<file path="src/emb_bus_map.vh">
// constants for the external memory bus port: counts, slots and reset values
// assumes one oscillator clock; one machine cycle is 12 oscillator periods
`ifndef EMB_BUS_MAP_VH
`define EMB_BUS_MAP_VH

// machine cycle: 6 states of 2 oscillator periods each
`define EMB_STATE_LAST 3'h5
`define EMB_C_LAST 4'hB

// address latch strobe windows
`define EMB_ALE_A0 4'h0
`define EMB_ALE_A1 4'h1
`define EMB_ALE_B0 4'h6
`define EMB_ALE_B1 4'h7

// program fetch strobe low slots, one every three periods
`define EMB_PFS_0 4'h2
`define EMB_PFS_1 4'h5
`define EMB_PFS_2 4'h8
`define EMB_PFS_3 4'hB

// fetched byte capture point (synchroniser delay of two)
`define EMB_FETCH_CAP 4'h7

// external data move windows
`define EMB_STB_FIRST 4'h3
`define EMB_STB_LAST 4'h9
`define EMB_WDATA_FIRST 4'h2
`define EMB_WDATA_LAST 4'hA
`define EMB_DATA_CAP 4'hB

// internal program memory upper bound
`define EMB_INT_TOP 16'h4000

// one-hot cycle kinds
`define EMB_MODE_INT 3'h1
`define EMB_MODE_FETCH 3'h2
`define EMB_MODE_DATA 3'h4

// reset values and the all-ones enable byte
`define EMB_BYTE_ZERO 8'h00
`define EMB_BYTE_ONES 8'hFF
`define EMB_WORD_ZERO 16'h0000

`endif

</file>
<file path="src/emb_bus_port.v">
// external program and data memory bus port of an 8-bit controller core
// assumes CLK_SYS_I is the oscillator input; an external latch captures the
// low address on the falling edge of the address latch strobe; pins resolved outside
//
// Summary of operation
// - oscillator divided by two before state clocking
// - upper address byte on high port
// - indirect moves show high latch, weak pull-ups
// - address on high port driven strongly
// - high port quasi-bidirectional, ones pulled up weakly
// - fetch strobe every three periods, not data
// - fetch strobe high during internal execution
// - latch strobe every six periods, not data
// - latch strobe disable when executing internally
// - internal fetch below 4000 hex if selected
// - select low forces all fetches external
// - low port open-drain, ones float
// - low port carries address then data
// - low port drives ones strongly as bus
// - write strobe, memory captures low port
// - read strobe, memory drives low port
`include "emb_bus_map.vh"

module emb_bus_port (
    // clock and reset
    input wire CLK_SYS_I,
    input wire RST_I,
    // core side: fetch and data move requests
    input wire [15:0] PC_I,
    input wire EXT_DATA_RD_I,
    input wire EXT_DATA_WR_I,
    input wire EXT_DATA_USE_PTR_I,
    input wire [15:0] EXT_DATA_ADDR_I,
    input wire [7:0] EXT_DATA_WDATA_I,
    input wire [7:0] HIGH_PORT_LATCH_I,
    input wire [7:0] LOW_PORT_LATCH_I,
    input wire LATCH_STROBE_DISABLE_I,
    // core side: answers
    output reg REQ_TAKE_O,
    output reg FETCH_EXT_O,
    output reg FETCH_DONE_O,
    output reg [7:0] FETCH_DATA_O,
    output reg EXT_DATA_DONE_O,
    output reg [7:0] EXT_DATA_RDATA_O,
    output wire [7:0] LOW_PORT_IN_O,
    output wire [7:0] HIGH_PORT_IN_O,
    // pins: strobes and select
    input wire INTERNAL_PROGRAM_SELECT_I,
    output reg ADDR_LATCH_STROBE_O,
    output reg PROGRAM_FETCH_STROBE_N_O,
    output reg WRITE_STROBE_N_O,
    output reg READ_STROBE_N_O,
    // pins: low port
    input wire [7:0] LOW_PORT_I,
    output reg [7:0] LOW_PORT_O,
    output reg [7:0] LOW_PORT_OE_O,
    // pins: high port
    input wire [7:0] HIGH_PORT_I,
    output reg [7:0] HIGH_PORT_O,
    output reg [7:0] HIGH_PORT_OE_O,
    output reg [7:0] HIGH_PORT_PU_O
);

    // timing state
    reg phase_reg;
    reg [2:0] state_reg;
    reg phase_next;
    reg [2:0] state_next;
    wire [3:0] cnt;
    wire [3:0] cnt_next;

    // cycle context
    reg [2:0] mode_reg;
    reg [15:0] addr_reg;
    reg wr_reg;
    reg ptr_reg;
    reg [7:0] wdata_reg;
    reg [2:0] mode_next;
    reg [15:0] addr_next;
    reg wr_next;
    reg ptr_next;
    reg [7:0] wdata_next;

    // synchronised pins
    wire select_sync;
    wire [7:0] low_sync;
    wire [7:0] high_sync;
    wire fetch_ext;
    wire last;

    // pin next values
    reg ale_next;
    reg pfs_n_next;
    reg wr_n_next;
    reg rd_n_next;
    reg [7:0] low_next;
    reg [7:0] low_oe_next;
    reg [7:0] high_next;
    reg [7:0] high_oe_next;
    reg [7:0] high_pu_next;
    reg ale_win;
    reg ale_win_a;
    reg pfs_slot;
    reg stb_win;
    reg wdata_win;

    emb_sync #(.WIDTH(1)) u_sync_select (
        .clk_i(CLK_SYS_I),
        .rst_i(RST_I),
        .d_i(INTERNAL_PROGRAM_SELECT_I),
        .q_o(select_sync)
    );

    emb_sync #(.WIDTH(8)) u_sync_low (
        .clk_i(CLK_SYS_I),
        .rst_i(RST_I),
        .d_i(LOW_PORT_I),
        .q_o(low_sync)
    );

    emb_sync #(.WIDTH(8)) u_sync_high (
        .clk_i(CLK_SYS_I),
        .rst_i(RST_I),
        .d_i(HIGH_PORT_I),
        .q_o(high_sync)
    );

    assign LOW_PORT_IN_O = low_sync;
    assign HIGH_PORT_IN_O = high_sync;

    always @* begin
        phase_next = ~phase_reg;
        state_next = state_reg;
        if (phase_reg) begin
            if (state_reg == `EMB_STATE_LAST) begin
                state_next = 3'h0;
            end else begin
                state_next = state_reg + 3'h1;
            end
        end
    end

    assign cnt = {state_reg, 1'b0} + {3'h0, phase_reg};
    assign cnt_next = {state_next, 1'b0} + {3'h0, phase_next};
    assign last = (cnt == `EMB_C_LAST);

    assign fetch_ext = ~select_sync | (PC_I >= `EMB_INT_TOP);

    // cycle kind taken at the end of each machine cycle
    always @* begin
        mode_next = mode_reg;
        addr_next = addr_reg;
        wr_next = wr_reg;
        ptr_next = ptr_reg;
        wdata_next = wdata_reg;
        if (last) begin
            wr_next = EXT_DATA_WR_I;
            ptr_next = EXT_DATA_USE_PTR_I;
            wdata_next = EXT_DATA_WDATA_I;
            if (EXT_DATA_RD_I | EXT_DATA_WR_I) begin
                mode_next = `EMB_MODE_DATA;
                addr_next = EXT_DATA_ADDR_I;
            end else if (fetch_ext) begin
                mode_next = `EMB_MODE_FETCH;
                addr_next = PC_I;
            end else begin
                mode_next = `EMB_MODE_INT;
                addr_next = PC_I;
            end
        end
    end

    // pin values for the coming period
    always @* begin
        ale_win_a = (cnt_next == `EMB_ALE_A0) | (cnt_next == `EMB_ALE_A1);
        ale_win = ale_win_a | (cnt_next == `EMB_ALE_B0) | (cnt_next == `EMB_ALE_B1);
        pfs_slot = (cnt_next == `EMB_PFS_0) | (cnt_next == `EMB_PFS_1) |
                   (cnt_next == `EMB_PFS_2) | (cnt_next == `EMB_PFS_3);
        stb_win = (cnt_next >= `EMB_STB_FIRST) & (cnt_next <= `EMB_STB_LAST);
        wdata_win = (cnt_next >= `EMB_WDATA_FIRST) & (cnt_next <= `EMB_WDATA_LAST);
        ale_next = 1'b0;
        pfs_n_next = 1'b1;
        wr_n_next = 1'b1;
        rd_n_next = 1'b1;
        low_next = `EMB_BYTE_ZERO;
        low_oe_next = ~LOW_PORT_LATCH_I;
        high_next = HIGH_PORT_LATCH_I;
        high_oe_next = ~HIGH_PORT_LATCH_I;
        high_pu_next = HIGH_PORT_LATCH_I;
        case (mode_next)
            `EMB_MODE_INT: begin
                ale_next = ale_win & ~LATCH_STROBE_DISABLE_I;
            end
            `EMB_MODE_FETCH: begin
                ale_next = ale_win;
                pfs_n_next = ~pfs_slot;
                high_next = addr_next[15:8];
                high_oe_next = `EMB_BYTE_ONES;
                high_pu_next = `EMB_BYTE_ZERO;
                if (ale_win) begin
                    low_next = addr_next[7:0];
                    low_oe_next = `EMB_BYTE_ONES;
                end else begin
                    low_oe_next = `EMB_BYTE_ZERO;
                end
            end
            `EMB_MODE_DATA: begin
                ale_next = ale_win_a;
                wr_n_next = ~(wr_next & stb_win);
                rd_n_next = ~(~wr_next & stb_win);
                if (ptr_next) begin
                    high_next = addr_next[15:8];
                    high_oe_next = `EMB_BYTE_ONES;
                    high_pu_next = `EMB_BYTE_ZERO;
                end
                if (ale_win_a) begin
                    low_next = addr_next[7:0];
                    low_oe_next = `EMB_BYTE_ONES;
                end else if (wr_next & wdata_win) begin
                    low_next = wdata_next;
                    low_oe_next = `EMB_BYTE_ONES;
                end else begin
                    low_oe_next = `EMB_BYTE_ZERO;
                end
            end
            default: begin
                ale_next = 1'b0;
            end
        endcase
    end

    // timing and context registers
    always @(posedge CLK_SYS_I or posedge RST_I) begin
        if (RST_I) begin
            phase_reg <= 1'b0;
            state_reg <= 3'h0;
            mode_reg <= `EMB_MODE_INT;
            addr_reg <= `EMB_WORD_ZERO;
            wr_reg <= 1'b0;
            ptr_reg <= 1'b0;
            wdata_reg <= `EMB_BYTE_ZERO;
        end else begin
            phase_reg <= phase_next;
            state_reg <= state_next;
            mode_reg <= mode_next;
            addr_reg <= addr_next;
            wr_reg <= wr_next;
            ptr_reg <= ptr_next;
            wdata_reg <= wdata_next;
        end
    end

    // registered pins
    always @(posedge CLK_SYS_I or posedge RST_I) begin
        if (RST_I) begin
            ADDR_LATCH_STROBE_O <= 1'b0;
            PROGRAM_FETCH_STROBE_N_O <= 1'b1;
            WRITE_STROBE_N_O <= 1'b1;
            READ_STROBE_N_O <= 1'b1;
            LOW_PORT_O <= `EMB_BYTE_ZERO;
            LOW_PORT_OE_O <= `EMB_BYTE_ZERO;
            HIGH_PORT_O <= `EMB_BYTE_ZERO;
            HIGH_PORT_OE_O <= `EMB_BYTE_ZERO;
            HIGH_PORT_PU_O <= `EMB_BYTE_ZERO;
        end else begin
            ADDR_LATCH_STROBE_O <= ale_next;
            PROGRAM_FETCH_STROBE_N_O <= pfs_n_next;
            WRITE_STROBE_N_O <= wr_n_next;
            READ_STROBE_N_O <= rd_n_next;
            LOW_PORT_O <= low_next;
            LOW_PORT_OE_O <= low_oe_next;
            HIGH_PORT_O <= high_next;
            HIGH_PORT_OE_O <= high_oe_next;
            HIGH_PORT_PU_O <= high_pu_next;
        end
    end

    // core answers
    always @(posedge CLK_SYS_I or posedge RST_I) begin
        if (RST_I) begin
            REQ_TAKE_O <= 1'b0;
            FETCH_EXT_O <= 1'b0;
            FETCH_DONE_O <= 1'b0;
            FETCH_DATA_O <= `EMB_BYTE_ZERO;
            EXT_DATA_DONE_O <= 1'b0;
            EXT_DATA_RDATA_O <= `EMB_BYTE_ZERO;
        end else begin
            REQ_TAKE_O <= (cnt_next == `EMB_C_LAST);
            FETCH_EXT_O <= (mode_next == `EMB_MODE_FETCH);
            FETCH_DONE_O <= (mode_reg == `EMB_MODE_FETCH) & (cnt == `EMB_FETCH_CAP);
            if ((mode_reg == `EMB_MODE_FETCH) & (cnt == `EMB_FETCH_CAP)) begin
                FETCH_DATA_O <= low_sync;
            end
            EXT_DATA_DONE_O <= (mode_reg == `EMB_MODE_DATA) & (cnt == `EMB_DATA_CAP);
            if ((mode_reg == `EMB_MODE_DATA) & (cnt == `EMB_DATA_CAP) & ~wr_reg) begin
                EXT_DATA_RDATA_O <= low_sync;
            end
        end
    end

endmodule

</file>
<file path="src/emb_sync.v">
// two-flop synchroniser for pin inputs
// assumes the input is asynchronous to clk_i; only the second flop is read
module emb_sync #(
    parameter WIDTH = 8
) (
    // clock and reset
    input wire clk_i,
    input wire rst_i,
    // data
    input wire [WIDTH-1:0] d_i,
    output wire [WIDTH-1:0] q_o
);

    reg [WIDTH-1:0] meta_reg;
    reg [WIDTH-1:0] sync_reg;

    always @(posedge clk_i or posedge rst_i) begin
        if (rst_i) begin
            meta_reg <= {WIDTH{1'b0}};
            sync_reg <= {WIDTH{1'b0}};
        end else begin
            meta_reg <= d_i;
            sync_reg <= meta_reg;
        end
    end

    assign q_o = sync_reg;

endmodule
</file>
<file path="config.mk">
export PLATFORM = sky130hd
export DESIGN_NAME = emb_bus_port
export DESIGN_NICKNAME = d
export VERILOG_FILES = /design/src/emb_bus_port.v /design/src/emb_sync.v
export VERILOG_INCLUDE_DIRS = /design/src
export SDC_FILE = /design/constraint.sdc
export NUM_CORES = 1
export LEC_CHECK = 0
export BUFFER_PORTS_ARGS = -buffer_cell sky130_fd_sc_hd__buf_4
export CELL_PAD_IN_SITES_DETAIL_PLACEMENT = 2
export CELL_PAD_IN_SITES_GLOBAL_PLACEMENT = 2
export CORE_MARGIN = 1
export CORE_UTILIZATION = 25
export CTS_BUF_LIST = sky130_fd_sc_hd__clkbuf_16
export CTS_CLUSTER_DIAMETER = 200
export DETAILED_ROUTE_END_ITERATION = 8
export PLACE_DENSITY = 0.63
export SLEW_MARGIN = 30
export SYNTH_ARGS = -nofsm -noshare
export SYNTH_HDL_FRONTEND = slang
export SYNTH_SLANG_ARGS = --single-unit
</file>
<file path="constraint.sdc">
create_clock -name CLK_SYS_I -period 4.3 [get_ports CLK_SYS_I]
set_input_delay 0.215 -clock CLK_SYS_I [delete_from_list [all_inputs] [get_ports CLK_SYS_I]]
set_output_delay 0.215 -clock CLK_SYS_I [all_outputs]
set_load 0.02 [all_outputs]
</file>
==> results of run 1 <==
through the flow:
stage | instance area [sq um] | cells | setup WS (ps) | util
finish | 7230 | 827 | 1590 | 0.373
global route | 7230 | 827 | 1400 | 0.373
CTS | 7220 | 826 | 1530 | 0.372
detailed placement | 6380 | 768 | 1530 | 0.329
global placement | 6380 | 768 | 1710 | 0.329
floorplan | 4940 | 360 | 594 | -
per-layer routing:
metal / vias to the layer above / GRT usage / share of wire
li1: 1646 / - / -
met1: 1852 / 0.172 / 0.41
met2: 113 / 0.260 / 0.51
met3: 11 / 0.0508 / 0.067
met4: 0 / 0.0475 / 0.011
met5: - / 0 / 0
final cells by class:
class,instances,share of cell area
Clock buffer,17,0.0588
Clock inverter,14,0.0196
Inverter,11,0.00675
Multi-Input combinational cell,201,0.210
Sequential cell,131,0.454
Tap cell,265,0.0459
Timing Repair Buffer,188,0.205
power groups by stage:
stage | Combinational (mW) | Clock (mW) | Sequential, mW
3_3_place_gp | 0.356 | 0 | 1.37
4_1_cts | 0.390 | 1.44 | 1.35
2_1_floorplan | 0.111 | 0 | 1.43
5_1_grt | 0.415 | 1.49 | 1.36
6_report | 0.384 | 1.40 | 1.35
3_5_place_dp | 0.368 | 0 | 1.37
worst min-delay path by stage:
stage,startpoint,to
5_1_grt,LATCH_STROBE_DISABLE_I,ADDR_LATCH_STROBE_O
4_1_cts,LATCH_STROBE_DISABLE_I,ADDR_LATCH_STROBE_O
2_1_floorplan,HIGH_PORT_I[0],u_sync_high.meta_reg[0]
6_report,LATCH_STROBE_DISABLE_I,ADDR_LATCH_STROBE_O
3_3_place_gp,HIGH_PORT_I[2],u_sync_high.meta_reg[2]
3_5_place_dp,HIGH_PORT_I[0],u_sync_high.meta_reg[0]
critical path: cells and delay by family (launching register included):
kind | cells | cell delay [ps]
AO/OA/AOI/OAI | 2 | 940
AND/OR/NAND/NOR | 2 | 970
flip-flops | 1 | 610
cells in the final DEF, fill, tap and decap left out, types with 2 or more instances in the layout:
cell type / n
a21o_1: 2
and2_1: 8
and3_1: 2
buf_4: 160
bufinv_16: 2
clkbuf_16: 17
clkinv_2: 2
clkinv_4: 2
clkinvlp_4: 5
dfrtp_1: 127
dfstp_2: 4
dlygate4sd3_1: 28
inv_1: 11
mux2_1: 4
mux2_2: 36
mux2i_1: 8
nand2_1: 33
nand2b_1: 9
nand3_1: 13
nor2_1: 6
nor2_4: 2
nor3_1: 4
nor3b_1: 2
o2111ai_1: 8
o211ai_1: 8
o21ai_0: 20
o221ai_1: 8
o22ai_2: 2
or2_2: 3
xor2_1: 2
cell families after synthesis:
logic type             after synthesis  share of synthesized area
AO/OA/AOI/OAI                       58                     0.0884
XOR/XNOR                             3                    0.00532
buffers and inverters               28                     0.0274
flip-flops                         131                      0.665
multiplexers                        48                      0.107
AND/OR/NAND/NOR                     92                      0.106
==> flow_metrics.py, run 1 <==
metrics = {
    "floorplanning": {
        "die_h_um": 143,
        "num_rows": 51,
        "die_x_um": 143,
        "start_util": 0.255,
        "ios": 159,
        "design.core.area_sq_um": 19400,
        "dieArea_sq_um": 20300,
    },
    "logic_synthesis": {
        "syn_inst": 360,
        "synth_top_area_cell": "dfrtp_1",
        "ys_seq_elements": 131,
        "syn_area_sq_um": 4940,
        "yosysMostFrequentCell": "dfrtp_1",
        "synth_edf_count": 0,
        "synth_warnings": 0,
        "async_flop_share": 1.00,
        "synth_seq_area_share": 0.665,
        "synthDominantCellAreaShare": 0.644,
        "synthTopCellsByArea": "dfrtp_1 (64%), mux2_2 (8.2%), nand2_1 (2.5%)",
        "synth.avg_cell_area_sq_um": 13.7,
        "synth_nets": 439,
        "synth_cell_types": 48,
        "synth_ff_type": "dfrtp_1",
        "yosys-top-cells-count": "dfrtp_1 (127), mux2_2 (36), nand2_1 (33), o21ai_0 (20), nand3_1 (13)",
    },
    "cts": {
        "cts_tree": "yes",
        "clk_path_buf_depth": 2,
        "holdBufCountCts": 27,
        "htreeDepth": 4,
        "cts_buffers": 17,
        "path_clk_slew_ps": 60,
        "clock_latency_ps": 420,
        "cts_sinks": 131,
        "postCtsSetupRepairBufs": 0,
        "post_cts_resized": 0,
        "cts-root-buf": "clkbuf_16",
    },
    "setup_path": {
        "worstPathArrival_ps": 2940,
        "crit_path_top_delay_cell": "and4b_1",
        "reg2reg_slack_ps": 1590,
        "end_kind": "register",
        "endpoint": "ADDR_LATCH_STROBE_O",
        "worstReg2RegStart": "state_reg[0]",
        "crit_chain": "and4b_1 > nor3_1 > o22ai_2 > o311ai_1",
        "critical_path_peak_fanout": 17,
        "reg2reg_depth": 4,
        "path_class": "reg -> reg",
        "startpoint_type": "register",
        "cp_slowest_stage_delay_ps": 800,
        "critPathRequiredTime_ps": 4540,
        "rr_endpoint": "ADDR_LATCH_STROBE_O",
        "crit_start": "state_reg[0]",
    },
    "global_route": {
        "grt_use_total": 0.150,
        "grt_overflow_total": 0,
        "grt_pass1_wl_mm": 22.6,
        "grt_pass1_vias": 4064,
        "grt_max_degree": 100,
        "antenna_found_initial": 0,
    },
    "sta": {
        "setup_viol": 0,
        "fin_skew_ps": 7.06,
        "hold_viol": 0,
        "tightest_slew_ps": 827,
        "fin_setup_tns_ps": 0,
        "relSlewSlack": 0.449,
        "clock.fmax_mhz": 369,
        "fin_crit_sh": 0.630,
        "whs_ps": 33.6,
        "rsz0062_at_grt": "false",
        "maxSlewViolCount": 0,
        "min_period_ps": 2710,
    },
    "finish": {
        "largest_reg_flops": 16,
        "area_growth_pct": 46.5,
        "drive_above_1_share": 0.440,
        "final_nets": 629,
        "multi_input_area_sq_um": 1520,
        "diodes": 0,
        "fill_cells": 2047,
        "final-seq-area_sq_um": 3280,
    },
    "power": {
        "internal_power_mw": 2.34,
        "combPwrFrac": 0.123,
        "p_leak_nw": 3.35,
        "p_clk_frac": 0.447,
        "seqPwrFrac": 0.431,
        "switchingPower_mw": 0.787,
        "p_per_area_nw_per_um2": 433,
        "ir_drop_mv": 0.196,
        "switching_share": 0.252,
        "finalPower_mw": 3.13,
    },
    "routing": {
        "routed_via_density": 4.38,
        "drc_errors": 0,
        "first_pass_iters": 4,
        "routed_wl_mm": 14.4,
        "vias": 3622,
        "ant_nets": 0,
        "drtIter0Drc": 132,
        "wire_per_inst_um": 17.4,
    },
    "placement": {
        "hpwl_mm": 9.68,
        "port_buffers": 158,
        "place_congestion": 0.715,
    },
    "run_status": {
        "status": "finished clean",
    },
    "hold_path": {
        "hp-class": "in -> reg",
        "whs_path_depth": 2,
    },
    "job": {
        "drv_cap": 0,
    },
}
Power figures use the tool's default switching activity.
==> run 2: changes to the inputs <==
==> constraint.sdc (replaced) <==
create_clock -name CLK_SYS_I -period 2.55 [get_ports CLK_SYS_I]
set_input_delay 0.1275 -clock CLK_SYS_I [delete_from_list [all_inputs] [get_ports CLK_SYS_I]]
set_output_delay 0.1275 -clock CLK_SYS_I [all_outputs]
set_load 0.02 [all_outputs]
==> run 2 against run 1 <==
Clock power increased by 80%; power up 75%; clock skew is 1.9 ps higher; die area did not move; utilization is 1.3 points higher; maximum frequency rose by 30%; non-clock buffer count grew 23; routed wire length is 0.31% higher; global-route usage up 0.29 points; worst hold slack better by 23 ps; flip-flop and latch count is the same.
==> flow_metrics.py, run 2 (synthesis gave the netlist of run 1 again) <==
metrics = {
    "run_status": {
        "status": "finished clean",
    },
    "floorplanning": {
        "ios": 159,
        "num_rows": 51,
        "design.core.area_sq_um": 19400,
        "dieArea_sq_um": 20300,
        "die_h_um": 143,
        "start_util": 0.255,
        "die_x_um": 143,
    },
    "cts": {
        "clk_path_buf_depth": 2,
        "path_clk_slew_ps": 60,
        "cts_sinks": 131,
        "postCtsSetupRepairBufs": 0,
        "holdBufCountCts": 45,
        "cts_buffers": 17,
        "htreeDepth": 4,
        "clock_latency_ps": 430,
        "cts_tree": "yes",
        "post_cts_resized": 0,
        "cts-root-buf": "clkbuf_16",
    },
    "global_route": {
        "antenna_found_initial": 0,
        "grt.busiest_layer": "met2",
        "grt_use_total": 0.152,
        "use_met2": 0.262,
        "grt_pass1_wl_mm": 22.9,
        "grt_max_degree": 132,
        "use_met1": 0.173,
        "grtUsageMet3": 0.0501,
        "grt_overflow_total": 0,
        "grt_pass1_vias": 4231,
    },
    "setup_path": {
        "path_class": "reg -> reg",
        "critPathRequiredTime_ps": 2880,
        "end_kind": "register",
        "startpoint_type": "register",
        "reg2reg_depth": 5,
        "worstReg2RegStart": "state_reg[1]",
        "reg2reg_slack_ps": 470,
        "worstPathArrival_ps": 2400,
        "rr_endpoint": "ADDR_LATCH_STROBE_O",
        "crit_chain": "nand4b_2 > buf_4 > nand2_1 > o32a_1 > o311ai_1",
        "cp_slowest_stage_delay_ps": 610,
        "crit_path_top_delay_cell": "dfrtp_1",
        "critical_path_peak_fanout": 32,
    },
    "placement": {
        "port_buffers": 158,
        "placed_area_sq_um": 6440,
        "dp.cells": 774,
        "hpwl_mm": 9.37,
        "place_congestion": 0.713,
    },
    "sta": {
        "setup_viol": 0,
        "fin_setup_tns_ps": 0,
        "whs_ps": 56.6,
        "hold_viol": 0,
        "maxSlewViolCount": 0,
        "tightest_slew_ps": 722,
        "fin_crit_sh": 0.814,
        "min_period_ps": 2080,
        "relSlewSlack": 0.519,
        "fin_skew_ps": 8.96,
        "clock.fmax_mhz": 482,
        "rsz0062_at_grt": "false",
    },
    "power": {
        "p_per_area_nw_per_um2": 729,
        "ir_drop_mv": 0.455,
        "p_leak_nw": 3.48,
    },
    "finish": {
        "area_growth_pct": 51.7,
        "final_nets": 652,
        "final_cell_mix": "buf_4 (165), dfrtp_1 (127), dlygate4sd3_1 (45), mux2_2 (36), nand2_1 (33)",
        "fin_util": 0.386,
        "fin_area_sq_um": 7490,
        "fill_cells": 2043,
        "layout.cells.non_filler": 850,
        "drive_above_1_share": 0.436,
        "diodes": 0,
        "layout.cells.most_common": "buf_4",
        "largest_reg_flops": 16,
    },
    "routing": {
        "routed_via_density": 4.34,
        "vias": 3693,
        "wire_per_inst_um": 17.0,
        "first_pass_iters": 4,
        "ant_nets": 0,
        "routed_wl_mm": 14.4,
        "drtIter0Drc": 91,
        "drc_errors": 0,
    },
    "hold_path": {
        "hold_end": "addr_reg[12]",
        "whs_path_depth": 3,
        "hp-class": "in -> reg",
        "min_from": "EXT_DATA_ADDR_I[12]",
    },
    "job": {
        "drv_cap": 0,
    },
}
## run 2: worst max-delay path: cells and delay by family (launching register included)
family                 cells  cell delay, ps
buffers and inverters      1             340
and+or+nand+nor            2             430
AOI/OAI and AO/OA          2             580
DFF                        1             610
## run 2: how the worst max path moves through the flow
stage | slack, ps | start | depth (start not counted) | end
global route | 270 | state_reg[1] | 5 | ADDR_LATCH_STROBE_O
global placement | 530 | state_reg[1] | 5 | ADDR_LATCH_STROBE_O
finish | 470 | state_reg[1] | 5 | ADDR_LATCH_STROBE_O
CTS | 410 | state_reg[1] | 5 | ADDR_LATCH_STROBE_O
floorplan | 800 | RST_I | 1 | ADDR_LATCH_STROBE_O
detailed placement | 440 | state_reg[1] | 5 | ADDR_LATCH_STROBE_O
## run 2: through the flow
step	setup WS, ps	power, mW
finish	474	5.46
global route	269	5.70
CTS	414	5.57
detailed placement	443	2.93
global placement	530	2.91
floorplan	803	2.60
## run 2: power by group
| group | internal [mW] | leakage, nW | total (mW) | switching [mW] |
|---|---|---|---|---|
| registers | 2.22 | 1.56 | 2.27 | 0.0569 |
| clock network | 1.55 | 0.298 | 2.52 | 0.973 |
| logic | 0.328 | 1.63 | 0.672 | 0.343 |
## run 2: final cells by class
type | count | area, sq um | area share
clock inverters | 14 | 179 | 0.0239
clock buffers | 17 | 425 | 0.0568
flip-flops and latches | 131 | 3280 | 0.438
repair buffers | 211 | 1710 | 0.228
well taps | 265 | 332 | 0.0443
inverters | 11 | 45.0 | 0.00601
multi-input cells | 201 | 1520 | 0.203
## run 2: routing by layer
layer,vias to the layer above,routed length (um)
met2,113,7240
met3,18,965
li1,1693,-
met5,-,0
met1,1869,5950
met4,0,246
==> run 3: changes to the inputs <==
--- a/config.mk
+++ b/config.mk
@@ -6,6 +6,7 @@
 export SDC_FILE = /design/constraint.sdc
 export NUM_CORES = 1
 export LEC_CHECK = 0
+export ABC_AREA = 1
 export BUFFER_PORTS_ARGS = -buffer_cell sky130_fd_sc_hd__buf_4
 export CELL_PAD_IN_SITES_DETAIL_PLACEMENT = 2
 export CELL_PAD_IN_SITES_GLOBAL_PLACEMENT = 2
@@ -14,7 +15,7 @@
 export CTS_BUF_LIST = sky130_fd_sc_hd__clkbuf_16
 export CTS_CLUSTER_DIAMETER = 200
 export DETAILED_ROUTE_END_ITERATION = 8
-export PLACE_DENSITY = 0.63
+export PLACE_DENSITY = 0.7
 export SLEW_MARGIN = 30
 export SYNTH_ARGS = -nofsm -noshare
 export SYNTH_HDL_FRONTEND = slang
==> constraint.sdc (replaced) <==
create_clock -name CLK_SYS_I -period 1.9 [get_ports CLK_SYS_I]
set_input_delay 0.095 -clock CLK_SYS_I [delete_from_list [all_inputs] [get_ports CLK_SYS_I]]
set_output_delay 0.095 -clock CLK_SYS_I [all_outputs]
set_load 0.02 [all_outputs]
==> run 3 against run 2 <==
Flip-flop and latch count unchanged; clock skew is 0.77 ps higher; first-iteration DRC count rose by 13%; via count rose by 26%; largest cell class unchanged; highest routed layer unchanged; sequential share of layout area fell by 2.3 points; routed wire length is 27% higher; worst hold slack worse by 41 ps; utilization is 1.5 points higher; power up 28%.
==> flow_metrics.py, run 3 <==
metrics = {
    "sta": {
        "rsz0062_at_grt": "true",
        "fin_setup_tns_ps": 0,
        "fin_crit_sh": 0.967,
        "fin_skew_ps": 9.73,
        "whs_ps": 15.6,
        "tightest_slew_ps": 617,
        "maxSlewViolCount": 0,
        "relSlewSlack": 0.588,
        "setup_ws_ps": 63.2,
        "hold_viol": 0,
        "clock.fmax_mhz": 544,
        "min_period_ps": 1840,
        "setup_viol": 0,
    },
    "finish": {
        "fin_area_sq_um": 7910,
        "final_nets": 861,
        "area_growth_pct": 55.4,
        "final_cell_mix": "nand2_1 (192), buf_4 (184), dfrtp_1 (125), nand3_1 (59), dlygate4sd3_1 (54)",
        "drive_above_1_share": 0.317,
        "largest_reg_flops": 16,
        "layout.cells.non_filler": 1060,
        "layout.cells.most_common": "nand2_1",
    },
    "routing": {
        "drc_errors": 0,
        "ant_nets": 0,
        "first_pass_iters": 4,
        "routed_via_density": 4.40,
        "routed_wl_mm": 18.3,
        "vias": 4667,
        "drtIter0Drc": 103,
        "wire_per_inst_um": 17.3,
    },
    "cts": {
        "cts_sinks": 131,
        "cts_buffers": 17,
        "htreeDepth": 4,
        "clock_latency_ps": 430,
        "clk_path_buf_depth": 2,
        "cts_tree": "yes",
        "path_clk_slew_ps": 60,
        "cts-root-buf": "clkbuf_16",
    },
    "placement": {
        "pre_cts_slack_ps": -29.6,
        "port_buffers": 158,
        "placed_area_sq_um": 6720,
        "hpwl_mm": 12.8,
        "dp.cells": 967,
        "place_congestion": 0.865,
    },
    "logic_synthesis": {
        "yosysMostFrequentCell": "nand2_1",
        "synth_seq_area_share": 0.645,
        "synthTopCellsByArea": "dfrtp_1 (62%), nand2_1 (14%), nand3_1 (5.8%)",
        "synth_top_family_by_area": "simple AND/OR/NAND/NOR gates",
        "synth_compound_area_frac": 0.0442,
        "ys_seq_elements": 131,
        "synth_warnings": 0,
        "synth_cell_types": 26,
        "yosys.area_share.adder": 0,
        "synth_edf_count": 0,
        "synthSimpleGateAreaFrac": 0.256,
        "muxShareOfSynthArea": 0,
        "async_flop_share": 1.00,
        "synth_top_area_cell": "dfrtp_1",
        "yosys-top-cells-count": "nand2_1 (195), dfrtp_1 (127), nand3_1 (59), inv_1 (48), o21ai_0 (32)",
        "synthDominantCellAreaShare": 0.624,
        "synth_xor_area_frac": 0,
        "syn_inst": 534,
        "synth_ff_type": "dfrtp_1",
        "synth_nets": 613,
        "synth.avg_cell_area_sq_um": 9.53,
        "syn_area_sq_um": 5090,
    },
    "power": {
        "ir_drop_mv": 0.577,
        "p_per_area_nw_per_um2": 886,
        "p_leak_nw": 4.02,
    },
    "setup_path": {
        "worstPathArrival_ps": 2140,
        "critPathRequiredTime_ps": 2200,
        "critical_path_peak_fanout": 8,
        "path_class": "reg -> reg",
        "cp_slowest_stage_delay_ps": 450,
        "end_kind": "register",
        "startpoint_type": "register",
        "crit_chain": "inv_4 > nand2_1 > nor2_4 > nor2_2 > nor2_2 > nand3_4 > buf_4 > nand3_1 > nand3_1",
        "crit_path_top_delay_cell": "dfrtp_2",
    },
    "global_route": {
        "grt_overflow_total": 0,
        "grt_max_degree": 76,
        "antenna_found_initial": 0,
        "grt_use_total": 0.184,
        "grt_pass1_vias": 5435,
        "grt_pass1_wl_mm": 28.5,
    },
    "job": {
        "drv_cap": 0,
    },
    "hold_path": {
        "hp-class": "in -> reg",
    },
    "floorplanning": {
        "dieArea_sq_um": 20900,
        "start_util": 0.258,
        "ios": 159,
        "die_x_um": 145,
        "design.core.area_sq_um": 19700,
        "die_h_um": 145,
        "num_rows": 51,
    },
    "run_status": {
        "status": "finished clean",
    },
}
-- run 3: cell count changes in the layout (fill, tap and decap cells not counted), moves of 9 or more --
cell	previous run	this run
mux2_2	36	0
o21ai_0	20	30
nand4_1	0	9
nand3_1	13	59
nand2b_1	9	0
dlygate4sd3_1	45	54
buf_4	165	184
nand2_1	33	192
inv_1	10	48
-- run 3: metal layers --
| metal | part of all wire | up-vias | track usage |
|---|---|---|---|
| met4 | 0.016 | 0 | 0.0665 |
| met2 | 0.50 | 144 | 0.317 |
| met3 | 0.058 | 19 | 0.0526 |
| li1 | - | 2183 | - |
| met5 | 0 | - | 0 |
| met1 | 0.43 | 2321 | 0.216 |
-- run 3: critical path, delay by kind of cell (launching register included) --
family | cells | cell delay [ps]
buffers and inverters | 2 | 280
DFF | 1 | 450
and+or+nand+nor | 7 | 980
-- run 3: final timing paths --
path,from,to,slack [ps],cells after the start
max,state_reg[1],HIGH_PORT_O[7],60,9
min reg2reg,u_sync_low.meta_reg[0],u_sync_low.q_o[0],340,0
min,LATCH_STROBE_DISABLE_I,ADDR_LATCH_STROBE_O,20,4
max reg2reg,state_reg[1],HIGH_PORT_O[7],60,9
max in group asynchronous,RST_I,u_sync_high.meta_reg[3],870,4
min in group asynchronous,RST_I,HIGH_PORT_PU_O[1],160,3
-- run 3: cells by family (layout without fill, tap and decap cells) --
group	Yosys count	after routing
compound gates	43	43
buf+inv	66	326
flops	131	131
other cells	0	1
simple gates	294	294
-- run 3: layout make-up --
class / instances / area (sq um)
Clock inverter: 14 / 92.6
Antenna cell: 1 / 2.50
Sequential cell: 131 / 3290
Inverter: 52 / 204
Multi-Input combinational cell: 337 / 1570
Timing Repair Buffer: 243 / 2000
Clock buffer: 17 / 425
Tap cell: 265 / 332
Fill cell: 2127 / 11800
-- run 3: power by group --
group | internal (mW) | leakage (nW) | switching [mW] | total (mW)
sequential | 2.98 | 1.57 | 0.0817 | 3.06
clock | 1.64 | 0.240 | 1.27 | 2.91
combinational | 0.462 | 2.21 | 0.567 | 1.03
-- run 3: stage by stage --
stage / utilization / power (mW)
after global placement: 0.341 / 4.00
final: 0.401 / 7.00
after CTS: 0.396 / 7.06
after global routing: 0.401 / 7.31
after floorplan: - / 3.53
after detailed placement: 0.341 / 4.04
-- run 3: timing repair --
item | 4_1_cts | 5_1_grt
endpoints found under the hold margin | 139 | 0
endpoints found under the setup margin | 8 | 38
setup buffers | 1 | 6
gates resized for setup | 3 | 15
hold buffers | 54 | 0
pin swaps | 1 | 5
